File: src/iww_pkg.sv
package iww_pkg;

	// bus geometry
	localparam int          ADDR_W     = 8;
	localparam int          CNT_W      = 14;

	// register byte addresses
	localparam logic [7:0]  OFF_REFRESH = 8'h00;
	localparam logic [7:0]  OFF_STATUS  = 8'h04;
	localparam logic [7:0]  OFF_CTRL    = 8'h08;
	localparam logic [7:0]  OFF_RSTCTL  = 8'h0c;
	localparam logic [7:0]  OFF_LPCTL   = 8'h10;
	localparam logic [7:0]  OFF_NMIEN   = 8'h14;

	// field positions
	localparam int          CTRL_TIMEOUT_SELECT_LSB = 0;
	localparam int          CTRL_CKS_LSB  = 4;
	localparam int          CTRL_WINDOW_END_SELECT_LSB = 8;
	localparam int          CTRL_WINDOW_START_SELECT_LSB = 12;
	localparam int          RESET_OR_IRQ_SELECT_BIT   = 7;
	localparam int          LOW_POWER_COUNT_STOP_BIT    = 7;
	localparam int          NMIEN_BIT     = 0;
	localparam int          STAT_UF_BIT   = 14;
	localparam int          STAT_ERR_BIT  = 15;

	// reset values
	localparam logic [15:0] CTRL_RESET   = 16'h0000;
	localparam logic [7:0]  RSTCTL_RESET = 8'h00;
	localparam logic [7:0]  LPCTL_RESET  = 8'h00;
	localparam logic        NMIEN_RESET  = 1'b0;
	localparam logic [13:0] COUNT_RESET  = 14'h0000;

	// refresh key bytes
	localparam logic [7:0]  REFRESH_FIRST  = 8'h00;
	localparam logic [7:0]  REFRESH_SECOND = 8'hff;

	// reload values per timeout select
	localparam logic [13:0] RELOAD_1K  = 14'h03ff;
	localparam logic [13:0] RELOAD_4K  = 14'h0fff;
	localparam logic [13:0] RELOAD_8K  = 14'h1fff;
	localparam logic [13:0] RELOAD_16K = 14'h3fff;

	// prescaler ratios
	localparam logic [8:0]  DIV_1   = 9'h001;
	localparam logic [8:0]  DIV_16  = 9'h010;
	localparam logic [8:0]  DIV_32  = 9'h020;
	localparam logic [8:0]  DIV_64  = 9'h040;
	localparam logic [8:0]  DIV_128 = 9'h080;
	localparam logic [8:0]  DIV_256 = 9'h100;

	// window quarter limits
	localparam logic [2:0]  QUARTERS = 3'h4;

	localparam logic [1:0]  RESP_OKAY   = 2'b00;
	localparam logic [1:0]  RESP_SLVERR = 2'b10;

	typedef struct packed {
		logic [3:0] clock_divide_select;
		logic [1:0] timeout_select;
		logic [1:0] window_start_select;
		logic [1:0] window_end_select;
		logic       reset_or_irq_select;
		logic       low_power_count_stop;
	} iww_cfg_t;

	typedef enum logic [1:0] {ST_BOOT, ST_STOP, ST_RUN} iww_state_t;

	function automatic logic [13:0] iww_reload(input logic [1:0] timeout_select);
		case (timeout_select)
			2'b00:   return RELOAD_1K;
			2'b01:   return RELOAD_4K;
			2'b10:   return RELOAD_8K;
			default: return RELOAD_16K;
		endcase
	endfunction

endpackage

File: src/iww_prescaler.sv
`timescale 1ns/1ps
module iww_prescaler
	import iww_pkg::*;
(
	input  wire logic       ref_clk,
	input  wire logic       reset_n,
	input  wire logic       dedClk,
	input  wire logic       run,
	input  wire logic [3:0] divSel,
	output logic            tick
);
	import iww_pkg::*;

	logic       dedPrev_reg;
	logic [8:0] preCnt_reg;
	logic       dedEdge;
	logic [8:0] ratio;

	// ratio decode; unlisted codes fall back to no division
	function automatic logic [8:0] divOf(input logic [3:0] sel);
		case (sel)
			4'h1:    return DIV_16;
			4'h2:    return DIV_32;
			4'h3:    return DIV_64;
			4'h4:    return DIV_128;
			4'h5:    return DIV_256;
			default: return DIV_1;
		endcase
	endfunction

	assign ratio   = divOf(divSel);
	assign dedEdge = dedClk & ~dedPrev_reg;

	// rising edges of the dedicated clock
	always_ff @(posedge ref_clk or negedge reset_n) begin
		if (!reset_n)
			dedPrev_reg <= 1'b0;
		else
			dedPrev_reg <= dedClk;
	end

	// divider restarts whenever counting is halted
	always_ff @(posedge ref_clk or negedge reset_n) begin
		if (!reset_n) begin
			preCnt_reg <= 9'h000;
			tick       <= 1'b0;
		end else if (!run) begin
			preCnt_reg <= 9'h000;
			tick       <= 1'b0;
		end else if (dedEdge) begin
			tick       <= (preCnt_reg == ratio - 9'h001);
			preCnt_reg <= (preCnt_reg == ratio - 9'h001) ? 9'h000
				: preCnt_reg + 9'h001;
		end else begin
			tick <= 1'b0;
		end
	end

endmodule // iww_prescaler

File: src/iww_refresh_seq.sv
`timescale 1ns/1ps
module iww_refresh_seq
	import iww_pkg::*;
(
	input  wire logic       ref_clk,
	input  wire logic       reset_n,
	input  wire logic       wrStb,
	input  wire logic [7:0] wrData,
	output logic            refreshPulse
);
	import iww_pkg::*;

	logic armed_reg;

	// key byte must be the very next write after the arming byte
	always_ff @(posedge ref_clk or negedge reset_n) begin
		if (!reset_n) begin
			armed_reg    <= 1'b0;
			refreshPulse <= 1'b0;
		end else begin
			refreshPulse <= wrStb & armed_reg
				& (wrData == REFRESH_SECOND);
			if (wrStb)
				armed_reg <= (wrData == REFRESH_FIRST);
		end
	end

endmodule // iww_refresh_seq

File: src/iww_top.sv
`timescale 1ns/1ps
// Function
// - dedicated clock through 1..256 prescaler
// - 14-bit counter decrements per prescaled tick
// - auto-start counts right after reset release
// - refresh is 00h then FFh; starts register mode
// - reset stops and clears counter and registers
// - count-stop bit halts counting in low power
// - register mode stops on underflow or error
// - stopped counter resumes only after refresh
// - window start/end give refresh-permitted period
// - refresh outside window is error, like underflow
// - select bit: 1 reset, 0 interrupt
// - interrupt is NMI or maskable per enable
// - counter value readable in status register
// - timeout select picks 1K/4K/8K/16K period
// - separate underflow and refresh-error event pulses
// - outputs: reset, interrupt, count-stop control
// - auto mode takes settings from option word
// - register mode takes settings from registers
module iww_top
	import iww_pkg::*;
(
	input  wire logic              ref_clk,
	input  wire logic              reset_n,
	input  wire logic              dedClk,
	input  wire logic              autoStartStrap,
	input  wire iww_pkg::iww_cfg_t optWord,
	input  wire logic              lowPowerMode,
	input  wire logic [7:0]        s_axi_awaddr,
	input  wire logic              s_axi_awvalid,
	output logic                   s_axi_awready,
	input  wire logic [31:0]       s_axi_wdata,
	input  wire logic [3:0]        s_axi_wstrb,
	input  wire logic              s_axi_wvalid,
	output logic                   s_axi_wready,
	output logic [1:0]             s_axi_bresp,
	output logic                   s_axi_bvalid,
	input  wire logic              s_axi_bready,
	input  wire logic [7:0]        s_axi_araddr,
	input  wire logic              s_axi_arvalid,
	output logic                   s_axi_arready,
	output logic [31:0]            s_axi_rdata,
	output logic [1:0]             s_axi_rresp,
	output logic                   s_axi_rvalid,
	input  wire logic              s_axi_rready,
	output logic                   resetReq,
	output logic                   nmiReq,
	output logic                   irqReq,
	output logic                   countStop,
	output logic                   underflowEvt,
	output logic                   refreshErrEvt
);
	import iww_pkg::*;

	iww_state_t  state_reg;
	iww_cfg_t    act_reg;
	logic        autoMode_reg;
	logic [13:0] count_reg;
	logic [15:0] ctrl_reg;
	logic [7:0]  rstCtl_reg;
	logic [7:0]  lpCtl_reg;
	logic        nmiEn_reg;
	logic        ufFlag_reg;
	logic        errFlag_reg;
	logic [7:0]  awAddr_reg;
	logic [31:0] wData_reg;
	logic [3:0]  wStrb_reg;
	iww_cfg_t    regCfg;
	logic        doWrite;
	logic        wrMapped;
	logic        tick;
	logic        cntTick;
	logic        refreshPulse;
	logic        inRun;
	logic        permitted;
	logic        ufNow;
	logic        errNow;
	logic [15:0] startLim;
	logic [15:0] endLim;
	logic [31:0] rdMux;
	logic        rdMapped;
	logic [31:0] statusWord;

	// q quarters of the counting period, used for both window edges
	function automatic logic [15:0] winLimit(input logic [13:0] rl,
		input logic [2:0] q);
		logic [16:0] p;
		logic [19:0] m;
		p = {3'b000, rl} + 17'h00001;
		m = {3'b000, p} * {17'h00000, q};
		return m[17:2];
	endfunction

	// byte-lane merge for partial writes
	function automatic logic [31:0] merge(input logic [31:0] old,
		input logic [31:0] nw, input logic [3:0] strb);
		logic [31:0] r;
		r = old;
		for (int i = 0; i < 4; i++)
			if (strb[i])
				r[i*8 +: 8] = nw[i*8 +: 8];
		return r;
	endfunction

	// settings as software has them programmed
	assign regCfg.clock_divide_select     = ctrl_reg[CTRL_CKS_LSB +: 4];
	assign regCfg.timeout_select    = ctrl_reg[CTRL_TIMEOUT_SELECT_LSB +: 2];
	assign regCfg.window_start_select    = ctrl_reg[CTRL_WINDOW_START_SELECT_LSB +: 2];
	assign regCfg.window_end_select    = ctrl_reg[CTRL_WINDOW_END_SELECT_LSB +: 2];
	assign regCfg.reset_or_irq_select = rstCtl_reg[RESET_OR_IRQ_SELECT_BIT];
	assign regCfg.low_power_count_stop  = lpCtl_reg[LOW_POWER_COUNT_STOP_BIT];

	// window: start counts down from the top, end from zero
	assign startLim  = winLimit(iww_reload(act_reg.timeout_select),
		QUARTERS - {1'b0, act_reg.window_start_select});
	assign endLim    = winLimit(iww_reload(act_reg.timeout_select),
		{1'b0, act_reg.window_end_select});
	assign permitted = ({2'b00, count_reg} < startLim)
		&& ({2'b00, count_reg} >= endLim);

	assign inRun  = (state_reg == ST_RUN);
	// a tick already launched as the halt begins is dropped, not counted
	assign cntTick = tick & ~countStop;
	// a refresh in the same cycle blocks the tick's underflow; outside the window the tick still counts down
	assign errNow = inRun & refreshPulse & ~permitted;
	assign ufNow  = inRun & cntTick & ~refreshPulse
		& (count_reg == 14'h0000);

	// ---------------- AXI4-Lite slave ----------------

	assign doWrite  = ~s_axi_awready & ~s_axi_wready & ~s_axi_bvalid;
	assign wrMapped = (awAddr_reg == OFF_REFRESH)
		|| (awAddr_reg == OFF_STATUS) || (awAddr_reg == OFF_CTRL)
		|| (awAddr_reg == OFF_RSTCTL) || (awAddr_reg == OFF_LPCTL)
		|| (awAddr_reg == OFF_NMIEN);

	// address and data are caught separately, in either order
	always_ff @(posedge ref_clk or negedge reset_n) begin
		if (!reset_n) begin
			s_axi_awready <= 1'b1;
			s_axi_wready  <= 1'b1;
			awAddr_reg    <= 8'h00;
			wData_reg     <= 32'h0000_0000;
			wStrb_reg     <= 4'h0;
		end else if (doWrite) begin
			s_axi_awready <= 1'b1;
			s_axi_wready  <= 1'b1;
		end else begin
			if (s_axi_awvalid && s_axi_awready) begin
				s_axi_awready <= 1'b0;
				awAddr_reg    <= s_axi_awaddr;
			end
			if (s_axi_wvalid && s_axi_wready) begin
				s_axi_wready <= 1'b0;
				wData_reg    <= s_axi_wdata;
				wStrb_reg    <= s_axi_wstrb;
			end
		end
	end

	// write response; unmapped addresses answer with a slave error
	always_ff @(posedge ref_clk or negedge reset_n) begin
		if (!reset_n) begin
			s_axi_bvalid <= 1'b0;
			s_axi_bresp  <= RESP_OKAY;
		end else if (doWrite) begin
			s_axi_bvalid <= 1'b1;
			s_axi_bresp  <= wrMapped ? RESP_OKAY : RESP_SLVERR;
		end else if (s_axi_bready) begin
			s_axi_bvalid <= 1'b0;
		end
	end

	// control registers; in auto mode writes are stored, only the NMI enable takes effect
	always_ff @(posedge ref_clk or negedge reset_n) begin
		if (!reset_n) begin
			ctrl_reg   <= CTRL_RESET;
			rstCtl_reg <= RSTCTL_RESET;
			lpCtl_reg  <= LPCTL_RESET;
			nmiEn_reg  <= NMIEN_RESET;
		end else if (doWrite) begin
			if (awAddr_reg == OFF_CTRL)
				ctrl_reg <= 16'(merge({16'h0000, ctrl_reg}, wData_reg,
					wStrb_reg));
			if (awAddr_reg == OFF_RSTCTL && wStrb_reg[0])
				rstCtl_reg <= wData_reg[7:0];
			if (awAddr_reg == OFF_LPCTL && wStrb_reg[0])
				lpCtl_reg <= wData_reg[7:0];
			if (awAddr_reg == OFF_NMIEN && wStrb_reg[0])
				nmiEn_reg <= wData_reg[NMIEN_BIT];
		end
	end

	// sticky event flags: write one to clear, a new event wins
	always_ff @(posedge ref_clk or negedge reset_n) begin
		if (!reset_n) begin
			ufFlag_reg  <= 1'b0;
			errFlag_reg <= 1'b0;
		end else begin
			if (ufNow)
				ufFlag_reg <= 1'b1;
			else if (doWrite && awAddr_reg == OFF_STATUS
				&& wStrb_reg[1] && wData_reg[STAT_UF_BIT])
				ufFlag_reg <= 1'b0;
			if (errNow)
				errFlag_reg <= 1'b1;
			else if (doWrite && awAddr_reg == OFF_STATUS
				&& wStrb_reg[1] && wData_reg[STAT_ERR_BIT])
				errFlag_reg <= 1'b0;
		end
	end

	// read decode; refresh register reads as zero
	always_comb begin
		statusWord = 32'h0000_0000;
		statusWord[13:0] = count_reg;
		statusWord[STAT_UF_BIT]  = ufFlag_reg;
		statusWord[STAT_ERR_BIT] = errFlag_reg;
		rdMux    = 32'h0000_0000;
		rdMapped = 1'b1;
		case (s_axi_araddr)
			OFF_REFRESH: rdMux = 32'h0000_0000;
			OFF_STATUS:  rdMux = statusWord;
			OFF_CTRL:    rdMux = {16'h0000, ctrl_reg};
			OFF_RSTCTL:  rdMux = {24'h000000, rstCtl_reg};
			OFF_LPCTL:   rdMux = {24'h000000, lpCtl_reg};
			OFF_NMIEN:   rdMux = {31'h00000000, nmiEn_reg};
			default:     rdMapped = 1'b0;
		endcase
	end

	// read channel answers one cycle after the address is taken
	always_ff @(posedge ref_clk or negedge reset_n) begin
		if (!reset_n) begin
			s_axi_arready <= 1'b1;
			s_axi_rvalid  <= 1'b0;
			s_axi_rdata   <= 32'h0000_0000;
			s_axi_rresp   <= RESP_OKAY;
		end else if (s_axi_arvalid && s_axi_arready) begin
			s_axi_arready <= 1'b0;
			s_axi_rvalid  <= 1'b1;
			s_axi_rdata   <= rdMux;
			s_axi_rresp   <= rdMapped ? RESP_OKAY : RESP_SLVERR;
		end else if (s_axi_rvalid && s_axi_rready) begin
			s_axi_rvalid  <= 1'b0;
			s_axi_arready <= 1'b1;
		end
	end

	// ---------------- watchdog core ----------------

	iww_refresh_seq u_refresh (
		.ref_clk      (ref_clk),
		.reset_n      (reset_n),
		.wrStb        (doWrite && awAddr_reg == OFF_REFRESH
			&& wStrb_reg[0]),
		.wrData       (wData_reg[7:0]),
		.refreshPulse (refreshPulse)
	);

	iww_prescaler u_presc (
		.ref_clk (ref_clk),
		.reset_n (reset_n),
		.dedClk  (dedClk),
		.run     (inRun & ~countStop),
		.divSel  (act_reg.clock_divide_select),
		.tick    (tick)
	);

	// start-mode strap is sampled in the first cycle after release
	always_ff @(posedge ref_clk or negedge reset_n) begin
		if (!reset_n)
			autoMode_reg <= 1'b0;
		else if (state_reg == ST_BOOT)
			autoMode_reg <= autoStartStrap;
	end

	// run state; only register mode ever parks in stop
	always_ff @(posedge ref_clk or negedge reset_n) begin
		if (!reset_n) begin
			state_reg <= ST_BOOT;
		end else begin
			case (state_reg)
				ST_BOOT:
					state_reg <= autoStartStrap ? ST_RUN : ST_STOP;
				ST_RUN:
					if (!autoMode_reg && (ufNow || errNow))
						state_reg <= ST_STOP;
				ST_STOP:
					if (refreshPulse)
						state_reg <= ST_RUN;
				default:
					state_reg <= ST_BOOT;
			endcase
		end
	end

	// active settings: option word at boot or registers at start
	always_ff @(posedge ref_clk or negedge reset_n) begin
		if (!reset_n)
			act_reg <= '0;
		else if (state_reg == ST_BOOT && autoStartStrap)
			act_reg <= optWord;
		else if (state_reg == ST_STOP && refreshPulse)
			act_reg <= regCfg;
	end

	// down-counter
	always_ff @(posedge ref_clk or negedge reset_n) begin
		if (!reset_n) begin
			count_reg <= COUNT_RESET;
		end else begin
			case (state_reg)
				ST_BOOT:
					if (autoStartStrap)
						count_reg <= iww_reload(optWord.timeout_select);
				ST_STOP:
					if (refreshPulse)
						count_reg <= iww_reload(regCfg.timeout_select);
				ST_RUN:
					if (refreshPulse && permitted)
						count_reg <= iww_reload(act_reg.timeout_select);
					else if (ufNow && autoMode_reg)
						count_reg <= iww_reload(act_reg.timeout_select);
					else if (cntTick && count_reg != 14'h0000)
						count_reg <= count_reg - 14'h0001;
				default:
					count_reg <= COUNT_RESET;
			endcase
		end
	end

	// low-power halt control, only while a low-power mode is held
	always_ff @(posedge ref_clk or negedge reset_n) begin
		if (!reset_n)
			countStop <= 1'b0;
		else
			countStop <= lowPowerMode & act_reg.low_power_count_stop;
	end

	// separate event-link pulses
	always_ff @(posedge ref_clk or negedge reset_n) begin
		if (!reset_n) begin
			underflowEvt  <= 1'b0;
			refreshErrEvt <= 1'b0;
		end else begin
			underflowEvt  <= ufNow;
			refreshErrEvt <= errNow;
		end
	end

	// action: reset holds until the chip resets, interrupts pulse
	always_ff @(posedge ref_clk or negedge reset_n) begin
		if (!reset_n) begin
			resetReq <= 1'b0;
			nmiReq   <= 1'b0;
			irqReq   <= 1'b0;
		end else begin
			if ((ufNow || errNow) && act_reg.reset_or_irq_select)
				resetReq <= 1'b1;
			nmiReq <= (ufNow || errNow) & ~act_reg.reset_or_irq_select
				& nmiEn_reg;
			irqReq <= (ufNow || errNow) & ~act_reg.reset_or_irq_select
				& ~nmiEn_reg;
		end
	end
endmodule // iww_top

File: config.mk
export PLATFORM = sky130hd
export DESIGN_NAME = iww_top
export DESIGN_NICKNAME = d
export VERILOG_FILES = /design/src/iww_pkg.sv /design/src/iww_prescaler.sv /design/src/iww_refresh_seq.sv /design/src/iww_top.sv
export SDC_FILE = /design/constraint.sdc
export NUM_CORES = 1
export LEC_CHECK = 0
export BUFFER_PORTS_ARGS = -buffer_cell sky130_fd_sc_hd__buf_2
export CAP_MARGIN = 20
export CORE_MARGIN = 2
export CORE_UTILIZATION = 49
export CTS_BUF_LIST = sky130_fd_sc_hd__clkbuf_4 sky130_fd_sc_hd__clkbuf_8 sky130_fd_sc_hd__clkbuf_16
export DETAILED_ROUTE_END_ITERATION = 8
export PLACE_DENSITY = 0.78
export SETUP_SLACK_MARGIN = 0.4
export SYNTH_ARGS = -nofsm -noshare
export SYNTH_HDL_FRONTEND = slang
export SYNTH_HIERARCHICAL = 1
export SYNTH_SLANG_ARGS = --single-unit
File: constraint.sdc
create_clock -name ref_clk -period 6 [get_ports ref_clk]
set_clock_uncertainty 0.15 [all_clocks]
set_input_delay 0 -clock ref_clk [delete_from_list [all_inputs] [get_ports ref_clk]]
set_output_delay 0 -clock ref_clk [all_outputs]
set_load 0.01 [all_outputs]
==> impl_results.md, run 1 <==
- Synth Area in Compound Gates: 13.98%
- Cell variety after synth: ~70
- Number of CTS-inserted buffers: 17
- Crit-path leading delay family: compound AO/OA/AOI/OAI gates
- Max H-tree Level: 4
- FFs w/ async S/R, synth: 100.0%
- P per Cell Area: roughly 320 nW/µm²
- Global routing usage on met1: between 20% and 30%
- Xor/xnor share of the synthesized area: between 1 and 1.5%
- CP Class: flop to flop
- Die area: 15210 µm²
- FP Rows: between 40 and 50
- First-pass GRT wire length: between 20000 and 30000 µm
- GRT Resource Usage Total: between 20% and 30%
- Largest family of logic cells by synthesized area: simple AND/OR/NAND/NOR gates
- PortBufs: 84
- Synth Instances: 649
- Largest net degree at the start of global routing: 77
- N_diodes: 0
- Design Area, Final: approximately 8700 µm²
- CTS root buf: clkbuf_16
- Pins over their slew limit: 0
- Synth area leaders: dfrtp_1, mux2_2, ha_1
- DRC viols: 0
- M3 GR Usage: under 10%
- Final Non-Filler Cells: around 980
- Proportion of synthesized area in mux cells: between 10% and 20%
- Via count of the first global-routing pass: 5808
- Slew margin rel.: between 20% and 30%
- Die width: between 100 and 150 µm
- RSZ-0062 raised after global routing: no
- Synth area leader: dfrtp_1
- Peak VDD IR: approximately 0.37 mV
- Post-Place Cells: 894
- Setup_tns: 0 ns
- Gr busiest metal: met2
- CP required: ~6.2 ns
- Routed len/inst: 17.98 µm
- Final setup vio count: 0
- Lkg Pwr: roughly 4.2 nW
- Worst Hold Class: input port to async pin
- Final GP Congestion: 0.8583
- CP max-delay cell: o31ai_4
- DR pass1 iterations: 6
- Initial DRC count: between 300 and 400
- Sequential area share after synthesis: around 47%
- Syn_area_per_cell: 10.75 µm²
- DPL Wire Length: between 10000 and 15000 µm
- Layout area overhead: 25.17%
- Syn. warnings: 6
- Met2 usage: 43.85%
- Total global routing overflow: 0
- Mapped Area: between 6000 and 7000 µm²
- F_max: between 0.2 and 0.25 GHz
- Reg clk slew, reported paths: 0.06 ns
- Layout cells sized above 1: about a quarter
- CP cell instances: inv_1, ha_1, and2_1, fa_1, fa_1, inv_1, ha_1, o21ai_0, o21bai_1, a31oi_1, o211a_1, o31ai_4, nor2_1, a221oi_2
- Synth Register Bits: between 100 and 150
- Clk_lat worst skew: approximately 0.43 ns
- CP max FO: 26
- Worst Setup End Kind: flop
- Chip height: between 100 and 150 µm
- Area fraction of the dominant cell type after synthesis: between 40% and 50%
- Routed Antenna Nets: 0
- Initial core utilization: 50.28%
- CTS tree: built
- Vias/cell: roughly 5.8
- Least-Margin Pin Slew: about 1.1 ns
- Post-synth top flop: dfrtp_1
- Final hold vios: 0
- Antenna violations before repair: 0
- Final nets: between 800 and 900
- Area share of fa/ha/maj cells after synthesis: approximately 5.2%
- Max-cap check violation count: 0
- EDFF count, synth: 0
- Post-Synth Simple-Gate Area: between 10% and 20%
- IO Count: roughly 120
- Crit-path max cell delay: approximately 0.9 ns
- Buffers & Inverters on Critical Path: 2
- Core Region: between 10000 and 15000 µm²
- Arrival @ worst endpoint: roughly 4.9 ns
- Clock Tree Buf Depth: 2
- Status: completed
- Startpoint class of the critical path: flop
- Min cycle time layout: 4.723 ns
- Clk sink count: approximately 130
- Post-cts sizing count: 0
- Via count: 5657
- Fin crit share: roughly 79%
- Routed wire length: between 15000 and 20000 µm
- DP Area: 7513 µm²
[metal layers]
| metal | vias to the layer above | routed length (µm) |
|---|---|---|
| met3 | 40 | 847 |
| met5 | - | 0 |
| met2 | 185 | 9013 |
| met4 | 0 | 476 |
| met1 | 2834 | 7245 |
| li1 | 2598 | - |
[area by class of cell]
cell class,count,area [µm²]
fillers,1052,5145
multi-input cells,471,3435
flip-flops and latches,132,3307
repair buffers,142,988.4
clock buffers,24,509.2
well taps,180,225.2
clock inverters,8,192.7
inverters,21,78.83
[where the power goes]
group	internal [W]	leakage [nW]	switching (W)
combinational	0.000197	2.11	0.000164
sequential	0.00104	1.74	0.000155
clock	0.000843	0.344	0.000383
[cell usage after synthesis, types with 4 or more instances]
cell / count
dfrtp_1: 129
nand2_1: 63
mux2_2: 61
nor2_1: 37
o21ai_0: 32
a21oi_1: 26
ha_1: 24
inv_1: 21
buf_4: 19
clkbuf_1: 19
mux2i_1: 18
nand3_1: 15
nor3_1: 14
and2_1: 13
a21o_1: 11
and3_1: 10
a22oi_1: 8
nor2b_1: 8
o22a_1: 8
a222oi_1: 7
a31oi_1: 7
a22o_1: 5
nand3b_1: 5
xor2_1: 5
a221o_1: 4
nand2b_1: 4
nand4_1: 4
nor3b_1: 4
nor4_1: 4
nor4b_1: 4
xnor2_1: 4
[final timing paths]
| path | slack [ns] | cells after the start | endpoint | startpoint |
|---|---|---|---|---|
| worst min register to register | 0.32 | 1 | s_axi_rdata[5]$_DFFE_PN0P_ | s_axi_rdata[5]$_DFFE_PN0P_ |
| worst max register to register | 1.28 | 14 | count_reg[11]$_DFFE_PN0P_ | act_reg[4]$_DFFE_PN0P_ |
| min in group ref_clk | 0.03 | 5 | s_axi_rresp[1]$_DFFE_PN0P_ | s_axi_araddr[0] |
| max in group asynchronous | 4.26 | 3 | wData_reg[9]$_DFFE_PN0P_ | reset_n |
| worst min-delay path | 0.02 | 2 | wData_reg[4]$_DFFE_PN0P_ | reset_n |
| worst max-delay path | 1.28 | 14 | count_reg[11]$_DFFE_PN0P_ | act_reg[4]$_DFFE_PN0P_ |
[layout by cell type, fill, tap and decap left out, types with 3 or more instances in the layout]
master,count
a21o_1,11
a21oi_1,26
a221o_1,4
a222oi_1,7
a22o_1,5
a22oi_1,8
a31oi_1,7
and2_1,13
and3_1,10
buf_2,83
buf_4,7
bufinv_16,6
clkbuf_16,17
clkbuf_8,5
conb_1,18
dfrtp_1,129
dfstp_2,3
dlygate4sd3_1,52
fa_1,3
ha_1,24
inv_1,21
mux2_2,61
mux2i_1,18
nand2_1,63
nand2b_1,4
nand3_1,15
nand3b_1,5
nand4_1,4
nor2_1,37
nor2b_1,8
nor3_1,14
nor3b_1,3
nor4_1,4
o211ai_1,3
o21ai_0,32
o22a_1,8
o31ai_1,3
xnor2_1,4
xor2_1,5
[cells by family (layout without fill, tap and decap cells)]
group / Yosys count / after routing
mux: 79 / 79
fa+ha+maj: 27 / 27
buf+inv: 63 / 195
flops: 132 / 132
xor+xnor: 9 / 9
compound gates: 136 / 136
simple gates: 202 / 202
other cells: 1 / 18
[metrics by stage]
stage          utilization [%]  power (W)  setup slack (ns)  hold slack [ns]
2_1_floorplan                -   0.001395             2.115          -0.4456
3_3_place_gp             54.13   0.001499             1.439         -0.05278
3_5_place_dp             54.13   0.001526             1.357         -0.04325
4_1_cts                  62.93   0.002777             1.338          0.01854
5_1_grt                  62.93   0.002889            0.9464          0.09729
6_report                 62.93   0.002783             1.277          0.01900
[worst register-to-register path, stage by stage (launching register included)]
cell	delay, ns
dfrtp_1	0.40
inv_1	0.08
ha_1	0.34
and2_1	0.17
fa_1	0.52
fa_1	0.56
inv_1	0.05
ha_1	0.26
o21ai_0	0.08
o21bai_1	0.14
a31oi_1	0.14
o211a_1	0.36
o31ai_4	0.90
nor2_1	0.21
a221oi_2	0.28
[repair_timing]
item	4_1_cts	5_1_grt
hold buffers	52	0
hold endpoints to repair	123	0
setup buffers	0	0
No activity file was read; power rests on OpenSTA's default activity.
==> run 2: changes to the inputs <==
--- a/config.mk
+++ b/config.mk
@@ -5,6 +5,7 @@
 export SDC_FILE = /design/constraint.sdc
 export NUM_CORES = 1
 export LEC_CHECK = 0
+export ABC_AREA = 1
 export BUFFER_PORTS_ARGS = -buffer_cell sky130_fd_sc_hd__buf_2
 export CAP_MARGIN = 20
 export CORE_MARGIN = 2
==> constraint.sdc (replaced) <==
create_clock -name ref_clk -period 4.9 [get_ports ref_clk]
set_clock_uncertainty 0.15 [all_clocks]
set_input_delay 0 -clock ref_clk [delete_from_list [all_inputs] [get_ports ref_clk]]
set_output_delay 0 -clock ref_clk [all_outputs]
set_load 0.01 [all_outputs]
==> run 2 against run 1 <==
  * Combinational power grew to 4.9 times the previous value
  * Non-clock buffer count is 2 higher
  * Critical path depth is 3 higher
  * Clock power is 6% higher
  * Routed wire length is 2.1% higher
  * Count of clock-buffer cells in the layout is 2 lower
  * Register-to-register slack worse by 0.31 ns
  * Final cell count is 29% higher
==> impl_results.md, run 2 <==
- Syn. warnings: 6
- FFs w/ async S/R, synth: 100.0%
- Via count: ~6600
- Mapped Area: 7313 µm²
- Min cycle time layout: approximately 3.9 ns
- RSZ-0062 raised after global routing: no
- Area fraction of the dominant cell type after synthesis: between 40% and 50%
- Hold EP: state_reg[0]$_DFFE_PN0P_
- Layout fillers: 1250
- Combinational share of power: between 30% and 40%
- Arrival @ worst endpoint: 4.14 ns
- Reg clk slew, reported paths: about 0.05 ns
- P per Cell Area: 532.8 nW/µm²
- Vias/cell: roughly 5.2
- CP Class: flop to flop
- Net switching fraction of the power: around 39%
- N_diodes: 0
- FP Rows: between 40 and 50
- Synth Register Bits: between 100 and 150
- Hold Path Depth: 4
- Min Hold Slack: a little over 0.05 ns
- EDFF count, synth: 0
- Fin crit share: between 80% and 90%
- Core Region: about 15000 µm²
- Slew margin rel.: between 30% and 40%
- DR pass1 iterations: 7
- CP required: 5.11 ns
- Layout area overhead: 22.91%
- GRT Resource Usage Total: 23.26%
- Final setup vio count: 0
- Worst reg2reg path depth: 17
- CP max-delay cell: fa_1
- Routed wire length: roughly 18000 µm
- CTS root buf: clkbuf_16
- Layout cells sized above 1: 15.07%
- P_sw: approximately 0.0019 W
- Worst Hold Class: input port to flop
- Worst reg-to-reg setup slack: just under 1 ns
- Max H-tree Level: 4
- Setup_tns: 0 ns
- Pins over their slew limit: 0
- Gr busiest metal: met2
- Largest net degree at the start of global routing: 78
- Sequential area share after synthesis: 45.22%
- IO Count: 121
- Least-Margin Pin Slew: 0.9640 ns
- F_max: 0.2545 GHz
- Initial core utilization: 50.32%
- Max-cap check violation count: 0
- Most frequent cells in the layout: nand2_1, dfrtp_1, inv_1
- Pwr Total: roughly 0.0048 W
- Clock power share: 27.1%
- Chip height: 126.2 µm
- Cell variety after synth: 47
- Most common cell after layout, fill and taps aside: nand2_1
- Clk_lat worst skew: between 0.4 and 0.5 ns
- CP max FO: 24
- Final hold vios: 0
- Number of CTS-inserted buffers: 17
- Final GP Congestion: 0.9215
- CTS tree: built
- Synth Instances: around 920
- Via count of the first global-routing pass: 6266
- PortBufs: between 80 and 90
- Clock Tree Buf Depth: 2
- Lkg Pwr: roughly 4.7 nW
- Synth area leaders: dfrtp_1, nand2_1, inv_1
- DRC viols: 0
- Synth area leader: dfrtp_1
- Routed len/inst: between 10 and 15 µm
- Antenna violations before repair: 0
- DPL Wire Length: 12250 µm
- Die area: roughly 16000 µm²
- Register share of total power: between 30% and 40%
- Met2 usage: about two fifths
- Worst Setup End Kind: flop
- Hold Crit Start: autoStartStrap
- Global routing usage on met1: 29.89%
- Syn_area_per_cell: a little under 8 µm²
- RR Endpoint: count_reg[13]$_DFFE_PN0P_
- Total global routing overflow: 0
- Crit-path max cell delay: ~0.51 ns
- CP cell instances: inv_1, ha_1, inv_1, nor2_1, fa_1, fa_1, xnor2_1, ha_1, a21oi_1, nor2_1, nor2_2, nand3_4, nand3_4, nand2_4, inv_1, nand2_1, nand2_1
- RR Startpoint: act_reg[4]$_DFFE_PN0P_
- Synth top cells by count: nand2_1, dfrtp_1, inv_1, nor2_1, o21ai_0
- Clk sink count: around 130
- Peak VDD IR: between 0.3 and 0.4 mV
- Int Power: 0.002914 W
- Initial DRC count: 482
- Routed Antenna Nets: 0
- First-pass GRT wire length: 29840 µm
- Status: completed
- Startpoint class of the critical path: flop
- Critical path's most frequent cell: inv_1
- Post-synth top flop: dfrtp_1
- Die width: roughly 130 µm
- M3 GR Usage: a little over 4%
- Final nets: 1164
- Most frequent cell after synthesis: nand2_1
[run 2: cell count changes after synthesis, sizes merged, moves of 31 or more]
| cell | before | now |
|---|---|---|
| inv | 21 | 111 |
| mux2 | 61 | 8 |
| nand2 | 63 | 257 |
| nand3 | 15 | 46 |
| nor2 | 37 | 97 |
| o21ai | 33 | 91 |
[run 2: critical path: cells and delay by family (launching register included)]
family	cells	cell delay, ns
AO/OA/AOI/OAI	1	0.15
adder cells (fa/ha/maj)	4	1.54
flip-flops	1	0.38
XOR/XNOR	1	0.15
buffers and inverters	3	0.43
AND/OR/NAND/NOR	8	1.07
[run 2: kinds of logic after synthesis]
group	after synthesis	synth area share, %
multiplexers	8	1.232
AND/OR/NAND/NOR	430	25.46
other	1	0.05128
buffers and inverters	155	9.324
XOR/XNOR	17	2.036
flip-flops	132	45.22
adder cells (fa/ha/maj)	27	4.927
AO/OA/AOI/OAI	152	11.75
[run 2: cell type report]
cell class              instances  area, µm²  share of cell area (%)
repair buffers                144       1018                   11.33
inverters                     116      435.4                   4.844
multi-input cells             652       3388                   37.69
well taps                     184      230.2                   2.561
clock inverters                 9      127.6                   1.420
flip-flops and latches        132       3307                   36.79
clock buffers                  22      481.7                   5.359
[run 2: power groups by stage]
stage	logic (W)	registers, W	clock network (W)
after global routing	0.00204	0.00176	0.00136
after detailed placement	0.00169	0.00172	0
after global placement	0.00163	0.00171	0
after floorplan	0.00134	0.00165	0
after CTS	0.00176	0.00170	0.00131
final	0.00178	0.00171	0.00130
[run 2: worst max-delay path by stage]
stage                            from                         to  slack, ns  cells past startpoint
3_3_place_gp   act_reg[4]$_DFFE_PN0P_  count_reg[11]$_DFFE_PN0P_       1.10                     17
4_1_cts        act_reg[4]$_DFFE_PN0P_  count_reg[13]$_DFFE_PN0P_       0.99                     17
2_1_floorplan  act_reg[4]$_DFFE_PN0P_   count_reg[4]$_DFFE_PN0P_       1.47                     17
5_1_grt        act_reg[4]$_DFFE_PN0P_  count_reg[12]$_DFFE_PN0P_       0.64                     17
6_report       act_reg[4]$_DFFE_PN0P_  count_reg[13]$_DFFE_PN0P_       0.97                     17
3_5_place_dp   act_reg[4]$_DFFE_PN0P_  count_reg[13]$_DFFE_PN0P_       1.02                     17
[run 2: through the flow]
| stage | utilization, % | instance area (µm²) | cells | setup slack, ns |
|---|---|---|---|---|
| 2_1_floorplan | - | 7377 | 939 | 1.472 |
| 3_3_place_gp | 53.66 | 7799 | 1170 | 1.100 |
| 3_5_place_dp | 53.66 | 7799 | 1170 | 1.017 |
| 4_1_cts | 61.85 | 8989 | 1259 | 0.9946 |
| 5_1_grt | 61.85 | 8989 | 1259 | 0.6395 |
| 6_report | 61.85 | 8989 | 1259 | 0.9701 |
[run 2: per-layer routing]
| layer | share of wire, % | wire, µm |
|---|---|---|
| met3 | 4.6 | 829 |
| met2 | 50 | 8988 |
| met4 | 2.2 | 396 |
| met1 | 43 | 7735 |
| met5 | 0 | 0 |
[run 2: what timing repair did]
item	4_1_cts	5_1_grt
hold buffers	58	0
hold endpoints to repair	133	0
gates resized for setup	0	0
setup buffers	0	0
